File: src/hdl/scmc_defs.vh
/*
 Constants of the serial command-mode front end: timing, defaults, limits,
 binary opcodes, selector codes and register offsets.
 Assumes a 40 MHz clock.
*/
`ifndef SCMC_DEFS_VH
`define SCMC_DEFS_VH
`define SCMC_CLK_HZ 40000000
`define SCMC_UNIT_MS 100
`define SCMC_MS_PER_S 1000
`define SCMC_UNIT_CYCLES (`SCMC_CLK_HZ / `SCMC_MS_PER_S * `SCMC_UNIT_MS)
`define SCMC_SIL_MIN 16'h0002
`define SCMC_SIL_DEF 16'h000A
`define SCMC_SIL_SAT 16'hFFFF
`define SCMC_ESC_MIN 8'h20
`define SCMC_ESC_MAX 8'h7F
`define SCMC_ESC_DEF 8'h2B
`define SCMC_RATE_DEF 16'h0003
`define SCMC_RATE_STD_MAX 16'h0006
`define SCMC_RATE_NSTD_MIN 16'h007D
`define SCMC_OP_PRE 8'h04
`define SCMC_OP_POST 8'h05
`define SCMC_OP_EXIT 8'h09
`define SCMC_OP_RXSEL 8'h12
`define SCMC_OP_ESC 8'h13
`define SCMC_OP_RATE 8'h15
`define SCMC_OP_FLOW 8'h1F
`define SCMC_SEL_DEF 3'h0
`define SCMC_SEL_MAX 3'h4
`define SCMC_RX_LED 3'h0
`define SCMC_RX_HIGH 3'h1
`define SCMC_RX_LOW 3'h2
`define SCMC_RX_ADDR 3'h4
`define SCMC_FC_CTS 3'h0
`define SCMC_FC_TXEN_LO 3'h1
`define SCMC_FC_HIGH 3'h2
`define SCMC_FC_TXEN_HI 3'h3
`define SCMC_FC_LOW 3'h4
`define SCMC_A_PRE 8'h00
`define SCMC_A_POST 8'h04
`define SCMC_A_ESC 8'h08
`define SCMC_A_RXSEL 8'h0C
`define SCMC_A_FLOW 8'h10
`define SCMC_A_RATE 8'h14
`define SCMC_A_RATE_ACT 8'h18
`define SCMC_A_STATUS 8'h1C
`define SCMC_A_CTRL 8'h20
`define SCMC_A_NONE 8'hFF
`endif

File: src/hdl/scmc_top.v
/*
 Serial command-mode front end: escape-sequence detection on the received
 byte stream, binary command parser, settings registers and the two
 configurable output lines.
 Assumes received bytes arrive as one-cycle strobes at least two cycles
 apart (true for any UART rate) and a plain register port master.
*/
`timescale 1ns/100ps
`include "scmc_defs.vh"

// Functional notes
// The pre-escape silence is programmable from 2 to 0xFFFF units of 100 ms and the line must be idle that long before the escape byte.
// After reset the pre-escape silence is 0x0A units, one second.
// The escape character accepts only 0x20 to 0x7F and resets to 0x2B.
// Command mode is entered only after pre-silence, escape byte and post-silence in that order.
// The post-escape silence is programmable from 0x02 to 0xFFFF units of 100 ms and resets to 0x0A.
// The exit command, code 0x09, leaves command mode at once for idle mode.
// A written serial rate stays pending until the exit command is processed.
// A non-standard rate request is stored as the nearest achievable value and queries return it.
// A command without a parameter is a query answered with the held value.
// The receive indicator follows its selector: 0 activity, 1 high, 2 low, 3 reserved, 4 addressed send.
// The flow-control line defaults to clear-to-send, is high for 2 and low for 4.
// Flow selector 1 or 3 makes the line a transmit enable, active low or high while sending.
// Binary codes 0x04, 0x13 and 0x1F select pre-silence, escape character and flow selector.
// Escape and selector queries answer one byte, the pre-silence query two bytes.
// A byte during a guard window restarts the silence and cancels the sequence, its bytes passing as data.
module scmc_top #(
   parameter UNIT_CYCLES = `SCMC_UNIT_CYCLES,
   parameter [15:0] RATE_DEFAULT = `SCMC_RATE_DEF
) (
   input wire clk,
   input wire reset,
   input wire [7:0] addr,
   input wire [31:0] wdata,
   input wire wr_en,
   input wire rd_en,
   output reg [31:0] rdata,
   input wire [7:0] serial_data_in,
   input wire serial_data_in_valid,
   output reg [7:0] data_out,
   output reg data_out_valid,
   output wire [7:0] resp_byte,
   output wire resp_valid,
   input wire resp_ready,
   input wire rx_activity,
   input wire addressed_tx,
   input wire host_rx_ready,
   input wire tx_active,
   output reg rx_indicator_line,
   output reg flow_control_line,
   output wire command_mode,
   output wire [15:0] serial_rate_setting
);
   localparam D_IDLE = 2'b00;
   localparam D_ESC = 2'b01;
   localparam D_CMD = 2'b10;
   localparam P_OP = 2'b00;
   localparam P_LEN = 2'b01;
   localparam P_PAR = 2'b10;
   localparam [31:0] UNIT_LAST = UNIT_CYCLES - 1;
   localparam [31:0] CLK_HZ = `SCMC_CLK_HZ;

   reg [15:0] pre_escape_silence_reg;
   reg [15:0] post_escape_silence_reg;
   reg [7:0] escape_character_reg;
   reg [2:0] rx_indicator_select_reg;
   reg [2:0] flow_select_reg;
   reg [15:0] rate_pending_reg;
   reg [15:0] serial_rate_setting_reg;
   reg [1:0] det_reg;
   reg [1:0] parse_reg;
   reg [7:0] op_reg;
   reg [1:0] len_reg;
   reg [7:0] val_hi_reg;
   reg [31:0] unit_cnt_reg;
   reg [15:0] silence_reg;
   reg [7:0] pend_reg;
   reg pend_valid_reg;
   reg [15:0] resp_data_reg;
   reg [1:0] resp_cnt_reg;

   reg [7:0] apply_addr;
   reg [15:0] apply_val;
   reg apply_ok;
   reg [7:0] query_addr;
   reg [1:0] query_len;
   reg [15:0] query_val;
   reg [31:0] rate_div;
   reg [31:0] rate_near;
   reg [15:0] rate_store;
   reg exit_req;
   reg ser_apply;
   reg ser_query;

   wire byte_in = serial_data_in_valid;
   wire pre_met = silence_reg >= pre_escape_silence_reg;
   wire post_met = silence_reg >= post_escape_silence_reg;
   wire in_cmd = det_reg == D_CMD;
   wire [15:0] par_val = {val_hi_reg, serial_data_in};

   assign command_mode = in_cmd;
   assign serial_rate_setting = serial_rate_setting_reg;
   assign resp_byte = resp_data_reg[15:8];
   assign resp_valid = resp_cnt_reg != 2'b00;

   function [7:0] op_to_addr;
      input [7:0] op;
      begin
         case (op)
            `SCMC_OP_PRE: op_to_addr = `SCMC_A_PRE;
            `SCMC_OP_POST: op_to_addr = `SCMC_A_POST;
            `SCMC_OP_ESC: op_to_addr = `SCMC_A_ESC;
            `SCMC_OP_RXSEL: op_to_addr = `SCMC_A_RXSEL;
            `SCMC_OP_FLOW: op_to_addr = `SCMC_A_FLOW;
            `SCMC_OP_RATE: op_to_addr = `SCMC_A_RATE;
            default: op_to_addr = `SCMC_A_NONE;
         endcase
      end
   endfunction

   function [15:0] read_value;
      input [7:0] a;
      input [15:0] pre, post, rp, ra;
      input [7:0] esc;
      input [2:0] rxs, fls;
      input [1:0] det;
      begin
         case (a)
            `SCMC_A_PRE: read_value = pre;
            `SCMC_A_POST: read_value = post;
            `SCMC_A_ESC: read_value = {8'h00, esc};
            `SCMC_A_RXSEL: read_value = {13'h0000, rxs};
            `SCMC_A_FLOW: read_value = {13'h0000, fls};
            `SCMC_A_RATE: read_value = rp;
            `SCMC_A_RATE_ACT: read_value = ra;
            `SCMC_A_STATUS: read_value = {14'h0000, det};
            default: read_value = 16'h0000;
         endcase
      end
   endfunction

   // Nearest rate the clock can divide to; rounding both ways
   always @* begin
      rate_div = (CLK_HZ + {17'h00000, apply_val[15:1]}) / {16'h0000, apply_val};
      rate_near = (CLK_HZ + {1'b0, rate_div[31:1]}) / rate_div;
      rate_store = (apply_val <= `SCMC_RATE_STD_MAX) ? apply_val : rate_near[15:0];
   end

   // Exit, apply and query requests, decoded from the parser state and the bus control write
   always @* begin
      exit_req = 1'b0;
      ser_apply = 1'b0;
      ser_query = 1'b0;
      if (in_cmd && byte_in) begin
         case (parse_reg)
            P_OP: exit_req = serial_data_in == `SCMC_OP_EXIT;
            P_LEN: ser_query = serial_data_in == 8'h00;
            P_PAR: ser_apply = len_reg == 2'b01;
            default: ser_apply = 1'b0;
         endcase
      end
      if (wr_en && addr == `SCMC_A_CTRL && wdata[0])
         exit_req = 1'b1;
   end

   // One write path shared by the bus and the serial parser; bus first
   always @* begin
      if (wr_en) begin
         apply_addr = addr;
         apply_val = wdata[15:0];
      end else if (ser_apply) begin
         apply_addr = op_to_addr(op_reg);
         apply_val = par_val;
      end else begin
         apply_addr = `SCMC_A_NONE;
         apply_val = 16'h0000;
      end
      case (apply_addr)
         `SCMC_A_PRE, `SCMC_A_POST: apply_ok = apply_val >= `SCMC_SIL_MIN;
         `SCMC_A_ESC:
            apply_ok = apply_val >= {8'h00, `SCMC_ESC_MIN} &&
               apply_val <= {8'h00, `SCMC_ESC_MAX};
         `SCMC_A_RXSEL, `SCMC_A_FLOW: apply_ok = apply_val <= {13'h0000, `SCMC_SEL_MAX};
         `SCMC_A_RATE:
            apply_ok = apply_val <= `SCMC_RATE_STD_MAX ||
               apply_val >= `SCMC_RATE_NSTD_MIN;
         default: apply_ok = 1'b0;
      endcase
      query_addr = op_to_addr(op_reg);
      case (query_addr)
         `SCMC_A_ESC, `SCMC_A_RXSEL, `SCMC_A_FLOW: query_len = 2'b01;
         `SCMC_A_NONE: query_len = 2'b00;
         default: query_len = 2'b10;
      endcase
      query_val = read_value(query_addr, pre_escape_silence_reg, post_escape_silence_reg,
         rate_pending_reg, serial_rate_setting_reg, escape_character_reg,
         rx_indicator_select_reg, flow_select_reg, det_reg);
   end

   always @(posedge clk or posedge reset) begin
      if (reset) begin
         pre_escape_silence_reg <= `SCMC_SIL_DEF;
         post_escape_silence_reg <= `SCMC_SIL_DEF;
         escape_character_reg <= `SCMC_ESC_DEF;
         rx_indicator_select_reg <= `SCMC_SEL_DEF;
         flow_select_reg <= `SCMC_SEL_DEF;
         rate_pending_reg <= RATE_DEFAULT;
         serial_rate_setting_reg <= RATE_DEFAULT;
      end else begin
         if (apply_ok) begin
            case (apply_addr)
               `SCMC_A_PRE: pre_escape_silence_reg <= apply_val;
               `SCMC_A_POST: post_escape_silence_reg <= apply_val;
               `SCMC_A_ESC: escape_character_reg <= apply_val[7:0];
               `SCMC_A_RXSEL: rx_indicator_select_reg <= apply_val[2:0];
               `SCMC_A_FLOW: flow_select_reg <= apply_val[2:0];
               `SCMC_A_RATE: rate_pending_reg <= rate_store;
               default: rate_pending_reg <= rate_pending_reg;
            endcase
         end
         if (exit_req && in_cmd)
            serial_rate_setting_reg <= rate_pending_reg;
      end
   end

   // Guard-time measurement; any received byte restarts it
   always @(posedge clk or posedge reset) begin
      if (reset) begin
         unit_cnt_reg <= 32'h00000000;
         silence_reg <= 16'h0000;
      end else if (byte_in) begin
         unit_cnt_reg <= 32'h00000000;
         silence_reg <= 16'h0000;
      end else if (unit_cnt_reg >= UNIT_LAST) begin
         unit_cnt_reg <= 32'h00000000;
         if (silence_reg != `SCMC_SIL_SAT)
            silence_reg <= silence_reg + 16'h0001;
      end else begin
         unit_cnt_reg <= unit_cnt_reg + 32'h00000001;
      end
   end

   // Escape detector, data pass-through and command parser
   always @(posedge clk or posedge reset) begin
      if (reset) begin
         det_reg <= D_IDLE;
         parse_reg <= P_OP;
         op_reg <= 8'h00;
         len_reg <= 2'b00;
         val_hi_reg <= 8'h00;
         pend_reg <= 8'h00;
         pend_valid_reg <= 1'b0;
         data_out <= 8'h00;
         data_out_valid <= 1'b0;
      end else begin
         data_out_valid <= 1'b0;
         if (pend_valid_reg) begin
            data_out <= pend_reg;
            data_out_valid <= 1'b1;
            pend_valid_reg <= 1'b0;
         end
         case (det_reg)
            D_IDLE: begin
               if (byte_in) begin
                  if (pre_met && serial_data_in == escape_character_reg) begin
                     det_reg <= D_ESC;
                     pend_reg <= serial_data_in;
                  end else begin
                     data_out <= serial_data_in;
                     data_out_valid <= 1'b1;
                  end
               end
            end
            D_ESC: begin
               if (byte_in) begin
                  // Held escape byte goes out now, the new byte next cycle
                  data_out <= pend_reg;
                  data_out_valid <= 1'b1;
                  pend_reg <= serial_data_in;
                  pend_valid_reg <= 1'b1;
                  det_reg <= D_IDLE;
               end else if (post_met) begin
                  det_reg <= D_CMD;
                  parse_reg <= P_OP;
               end
            end
            D_CMD: begin
               if (exit_req) begin
                  det_reg <= D_IDLE;
                  parse_reg <= P_OP;
               end else if (byte_in) begin
                  case (parse_reg)
                     P_OP: begin
                        op_reg <= serial_data_in;
                        parse_reg <= P_LEN;
                     end
                     P_LEN: begin
                        len_reg <= serial_data_in[1:0];
                        val_hi_reg <= 8'h00;
                        if (serial_data_in == 8'h01 || serial_data_in == 8'h02)
                           parse_reg <= P_PAR;
                        else
                           parse_reg <= P_OP;
                     end
                     P_PAR: begin
                        val_hi_reg <= serial_data_in;
                        len_reg <= len_reg - 2'b01;
                        if (len_reg == 2'b01)
                           parse_reg <= P_OP;
                     end
                     default: parse_reg <= P_OP;
                  endcase
               end
            end
            default: det_reg <= D_IDLE;
         endcase
      end
   end

   // Query answers leave most significant byte first
   always @(posedge clk or posedge reset) begin
      if (reset) begin
         resp_data_reg <= 16'h0000;
         resp_cnt_reg <= 2'b00;
      end else if (ser_query && !resp_valid && query_len != 2'b00) begin
         resp_cnt_reg <= query_len;
         if (query_len == 2'b01)
            resp_data_reg <= {query_val[7:0], 8'h00};
         else
            resp_data_reg <= query_val;
      end else if (resp_valid && resp_ready) begin
         resp_cnt_reg <= resp_cnt_reg - 2'b01;
         resp_data_reg <= {resp_data_reg[7:0], 8'h00};
      end
   end

   // Register read port and output lines
   always @(posedge clk or posedge reset) begin
      if (reset) begin
         rdata <= 32'h00000000;
         rx_indicator_line <= 1'b0;
         flow_control_line <= 1'b0;
      end else begin
         if (rd_en)
            rdata <= {16'h0000, read_value(addr, pre_escape_silence_reg,
               post_escape_silence_reg, rate_pending_reg, serial_rate_setting_reg,
               escape_character_reg, rx_indicator_select_reg, flow_select_reg, det_reg)};
         else
            rdata <= 32'h00000000;
         case (rx_indicator_select_reg)
            `SCMC_RX_LED: rx_indicator_line <= rx_activity;
            `SCMC_RX_HIGH: rx_indicator_line <= 1'b1;
            `SCMC_RX_ADDR: rx_indicator_line <= addressed_tx;
            default: rx_indicator_line <= 1'b0;
         endcase
         case (flow_select_reg)
            // Clear-to-send is active low: high means stop
            `SCMC_FC_CTS: flow_control_line <= ~host_rx_ready;
            `SCMC_FC_TXEN_LO: flow_control_line <= ~tx_active;
            `SCMC_FC_HIGH: flow_control_line <= 1'b1;
            `SCMC_FC_TXEN_HI: flow_control_line <= tx_active;
            default: flow_control_line <= 1'b0;
         endcase
      end
   end
endmodule // scmc_top

File: config.mk
export PLATFORM = sky130hd
export DESIGN_NAME = scmc_top
export DESIGN_NICKNAME = d
export VERILOG_FILES = /design/src/hdl/scmc_top.v
export VERILOG_INCLUDE_DIRS = /design/src /design/src/hdl
export SDC_FILE = /design/constraint.sdc
export NUM_CORES = 2
export LEC_CHECK = 0
export BUFFER_PORTS_ARGS = -buffer_cell sky130_fd_sc_hd__buf_4
export CAP_MARGIN = 10
export CORE_MARGIN = 1
export CORE_UTILIZATION = 55
export DETAILED_ROUTE_END_ITERATION = 10
export PLACE_DENSITY = 0.76
export SKIP_LAST_GASP = 1
export SLEW_MARGIN = 30
export SYNTH_ARGS = -nofsm -noshare
export SYNTH_HDL_FRONTEND = slang
export SYNTH_SLANG_ARGS = --single-unit
File: constraint.sdc
create_clock -name clk -period 229.7 [get_ports clk]
set_input_delay 34.455 -clock clk [delete_from_list [all_inputs] [get_ports clk]]
set_output_delay 34.455 -clock clk [all_outputs]
set_load 0.005 [all_outputs]
# --- After elaboration in Yosys (flattened, before gate mapping) ---
# Cells that the tools add are included.
totals:
  wordCells: 200
  in_bits: 58
  ff_bits: 218
op_classes:
  n_addsub: 6
  eq_ne: 52
  bitwise_logic: 3
  n_div: 2
  reduce_logical: 43
  mux: 62
  magnitude_cmp: 9
op_table:
  columns: ["cell", "count"]
  rows:
  - ["$pmux 16 s8", 2]
  - ["$mux 16", 10]
  - ["$eq 8x5->1 const B", 14]
  - ["$mux 8", 9]
  - ["$mux 32", 2]
  - ["$eq 8x4->1 const B", 7]
  - ["$pmux 8 s2", 3]
  - ["$pmux 8 s6", 1]
  - ["$eq 8x3->1 const B", 5]
  - ["$add 26x31->32 const A", 1]
  - ["$add 32x1->32 const B", 1]
  - ["$div 32x16->32", 1]
  - ["$div 32x32->32", 1]
  - ["$ge 16x16->1", 2]
  - ["$ge 32x22->1 const B", 1]
  - ["$le 16x3->1 const B", 2]
  - ["$logic_not 8->1", 4]
  - ["$add 26x15->27 const A", 1]
  - ["$mux 2", 13]
  - ["$add 16x1->16 const B", 1]
  - ["$ge 16x2->1 const B", 1]
  - ["$ge 16x6->1 const B", 1]
  - ["$ge 16x7->1 const B", 1]
  - ["$le 16x7->1 const B", 1]
  - ["other kinds (33)", 92]

# --- Depth between registers and ports, before layout ---
depth:
  word_depth: 10
  depth_mapped: 1229
  depth_no_buf: 1159

# --- Worst setup path before layout ---
# Ideal clock, no wire load.
synth_timing:
  kind: "input port to flip-flop"
  start: "input serial_data_in_valid"
  end: "register rate_pending_reg[0]"
  slack_ps: -28384
  setup_time_ps: 92
  cell_stages: 1186
  arrival_time_ps: 257992
  path_buffers: 94
  path_cell_list: "buf_2 > and3b_1 > buf_6 > a32o_1 > buf_2 > inv_1 > clkbuf_1 > ha_1 > clkbuf_1 > and4_1 > ha_1 > and2_1 > o2111ai_1 > o21ai_1 > nand2b_1 > clkbuf_1 > mux2_2 > ha_1 > [... 1150 more ...] > nor2b_1 > o21ai_0 > nand2b_1 > a21oi_1 > o31ai_1 > a21o_1 > a21oi_1 > nor2b_1 > o21ai_0 > nand2b_1 > a21oi_1 > nor2b_1 > o21ai_0 > nand2b_1 > a21oi_1 > nor2_1 > a21oi_1 > o21ai_0"
synth_via:
  word_cells_on_any_way: 29
  cone_classes: "2 x add/sub; 2 x div; 6 x order compare; 5 x eq/ne; 7 x mux; 7 x reduce/logical"
synth_lines:
  columns: ["element", "line", "rtl"]
  rows:
  - ["from (decl)", "scmc_top.v:39", "input wire serial_data_in_valid,"]
  - ["$logic_and 1x1->1 (*)", "scmc_top.v:154", "if (in_cmd && byte_in) begin"]
  - ["$mux 1 (*)", "scmc_top.v:154", null]
  - ["$mux 16 (*)", "scmc_top.v:171", "end else if (ser_apply) begin"]
  - ["$mux 16 (*)", "scmc_top.v:168", "if (wr_en) begin"]
  - ["via apply_val[0]", "scmc_top.v:83", "reg [15:0] apply_val;"]
  - ["$div 32x16->32 (tied with other cells)", "scmc_top.v:144", "rate_div = (CLK_HZ + {17'h00000, apply_val[15:1]}) / {16'h0000, apply_val};"]
  - ["$add 26x31->32 (tied with other cells)", "scmc_top.v:145", "rate_near = (CLK_HZ + {1'b0, rate_div[31:1]}) / rate_div;"]
  - ["$div 32x32->32 or $pmux 1 s4 (tied branches)", "scmc_top.v:145, scmc_top.v:178", null]
  - ["$mux 16 or $reduce_and 2->1 (tied branches)", null, null]
  - ["to (signal assigned)", "scmc_top.v:217", "`SCMC_A_RATE: rate_pending_reg <= rate_store;"]
  - ["to (signal assigned)", "scmc_top.v:218", "default: rate_pending_reg <= rate_pending_reg;"]
  - ["to (decl)", "scmc_top.v:68", "reg [15:0] rate_pending_reg;"]
# The timed path passes the listed nets; every way through them passes the cells marked *.
# A chain may end at the register's enable or synchronous reset.

==> qor.csv <==
stage,metric,value,unit
clock_network,clk_path_buf_depth,3,
global_routing,grt_max_degree,130,
route,route.detailed.drc,0,
sta,rsz0062_at_grt,yes,
yosys,synth-simple-area-share,24.3,%
sta,skew,17.5,ps
yosys,netlist-cell-type-count,128,
yosys,synth_fa_ha_area_share,22.0,%
clock_network,cts_buffers,19,
cells_and_area,final_common_cell,buf_4,
setup_path,rr_worst_depth,1145,
die,die_w,318,um
global_routing,overflow,0,
run_status,status,"complete, but fails checks",
clock_network,root_buffer,clkbuf_16,
sta,fmax,4.35,MHz
cells_and_area,nets,9492,
place,portBuffers,94,
clock_network,clk_pin_slew_worst_paths,70,ps
setup_path,required,230120,ps
cells_and_area,largest_reg_flops,32,
hold_path,hold_end,len_reg[1],
place,gp_congestion,0.987,
die,start_util,55.6,%
route,routed_wl,194000,um
hold_path,min_from,len_reg[1],
yosys,ys_seq_area_share,9.25,%
route,route.detailed.wl_per_inst,19.9,um
clock_network,cts_hold_buf,0,
yosys,ys_warn_count,0,
clock_network,clkSinkCount,202,
sta,timing.final.crit_share,100,%
setup_path,crit_fanout,12,
route,top_layer_used,met4,
global_routing,antenna_found_initial,3,
place,dp_hpwl,149000,um
clock_network,clk_latency,520,ps
hold_path,hold_path_class,reg -> reg,
yosys,synth_compound_area_share,30.0,%
route,drt-initial-drc-count,5117,
yosys,async_reset_ff_share,100,%
global_routing,grt_pass1_wl,300000,um
global_routing,grt_usage,35.8,%
setup_path,worst-path-buf-inv,61,
route,first_pass_iters,7,
die,boundaryPins,127,
setup_path,cp_common_cell,o21a_1,
yosys,synthMuxAreaShare,5.56,%
die,core-area,0.0986,mm2
yosys,synth-seq-cells,202,
setup_path,cpPeakStageDelay,630,ps
setup_path,r2r_start,parse_reg[0],
setup_path,cp.arrival,230170,ps
clock_network,cts_tree,done,
yosys,syn_inst,7462,
route,met3WireLength,14200,um
run,max-cap-violations,0,
setup_path,critPathTopFamily,compound AO/OA/AOI/OAI gates,
cells_and_area,layout-drive-gt1-share,24.5,%
sta,worst-slew-pin-transition,1050,ps
clock_network,htree_levels,1,
yosys,synth_xor_area_share,5.10,%
route,ant_nets,0,
setup_path,r2r_setup_slack,33070,ps
yosys,synthFlopType,dfrtp_1,
setup_path,start_kind,input port,
sta,setup_violations,1,
cells_and_area,fin_area,0.0682,mm2
setup_path,critPathCaptureType,register,
sta,slew_headroom,30.1,%
route,route.detailed.vias_per_inst,6.41,
die,placementRows,115,
global_routing,grt_pass1_vias,58400,
cells_and_area,area_delta_synth_final,24.5,%
hold_path,hold_depth,2,
setup_path,r2r-end,rate_pending_reg[0],
cells_and_area,final_cell_mix,"buf_4 (1192), ha_1 (918), nand2_1 (747)",
place,placed_area,0.0637,mm2
route,vias,62600,
yosys,synth_area_per_cell,7.35,um2
yosys,synth_edf_count,0,
die,die_area,0.101,mm2
yosys,synth_top_family_by_area,compound AO/OA/AOI/OAI gates,
sta,hold_slack,486,ps
route,wl_met2,88900,um
die,die-height,318,um
setup_path,critPathSlowestCell,or4b_2,
route,wirelength_met1,81500,um
run_status,violations,negative setup slack,
sta,hold_viol_final,0,
sta,postLayoutSetupSlackWorst,-47.4,ps
sta,period_needed,229750,ps
setup_path,critical_path_class,in -> reg,
sta,slew_viol_final,0,
cells_and_area,fillers,8034,
yosys,synth_area,0.0548,mm2
cells_and_area,fin_util,69.2,%
## tightest hold or removal path, cell delays in order, from the launching register on
cell     delay (ps)
dfrtp_1         350
nand2_1          50
o21ai_0          60
## synth_stat cells (189+ instances only)
master    count  area share, %
ha_1        964             22
nor3_1      605            5.5
a21oi_1     445            4.1
dfrtp_1     190            8.7
nand2_1     760            5.2
clkbuf_1    200            1.4
o31ai_1     273            3.7
mux2_2      190            3.9
xnor2_1     189            3.0
o21a_1      599            8.2
o21ai_0     365            3.3
inv_1       199            1.4
nor2_1      666            4.6
## metal layers
layer	vias up	track usage, %
met4	0	15.7
met1	29700	45.9
met3	565	3.22
met5	-	0
met2	2391	61.0
li1	30000	-
## cell type report
cell class              count  area, um2  area share [%]
multi-input cells        6798      50600            74.2
repair buffers           1225       9370            13.7
flip-flops and latches    202       5070            7.43
well taps                1287       1610            2.36
inverters                 224        895            1.31
clock buffers              23        531           0.777
clock inverters            11        160           0.235
diodes                      2       5.00         0.00733
## how the worst max path moves through the flow
stage / startpoint / endpoint / slack [ps] / depth (start not counted)
finish: wr_en / rate_pending_reg[0] / -50 / 815
global route: wr_en / rate_pending_reg[0] / -10880 / 813
CTS: wr_en / rate_pending_reg[0] / 8 / 814
detailed placement: wr_en / rate_pending_reg[0] / -5270 / 843
global placement: wr_en / rate_pending_reg[0] / -1370 / 1169
floorplan: serial_data_in_valid / rate_pending_reg[0] / -1450 / 1173
## through the flow
| step | setup slack [ps] | cells | setup TNS (ps) |
|---|---|---|---|
| 4_1_cts | 8.10 | 9595 | 0 |
| 6_report | -47.4 | 9772 | -47.4 |
| 5_1_grt | -10880 | 9770 | -17630 |
| 2_1_floorplan | -1450 | 7497 | -1450 |
| 3_3_place_gp | -1370 | 9450 | -1370 |
| 3_5_place_dp | -5270 | 9450 | -6390 |
## timing repair
action / CTS / global route
pin swaps: 132 / 299
gates cloned: 1 / 0
setup endpoints to repair: 2 / 3
gates resized for setup: 165 / 224
setup buffers: 110 / 175
## kinds of logic after synthesis
family / after synthesis
muxes: 280
adders and majority gates: 965
other: 2
and+or+nand+nor: 2805
xor gates and xnor gates: 319
buffers and inverters: 498
AOI/OAI and AO/OA: 2391
DFF: 202
Power is not shown: default switching activity piles up to over one toggle a cycle in this logic, so the estimate is an artifact.
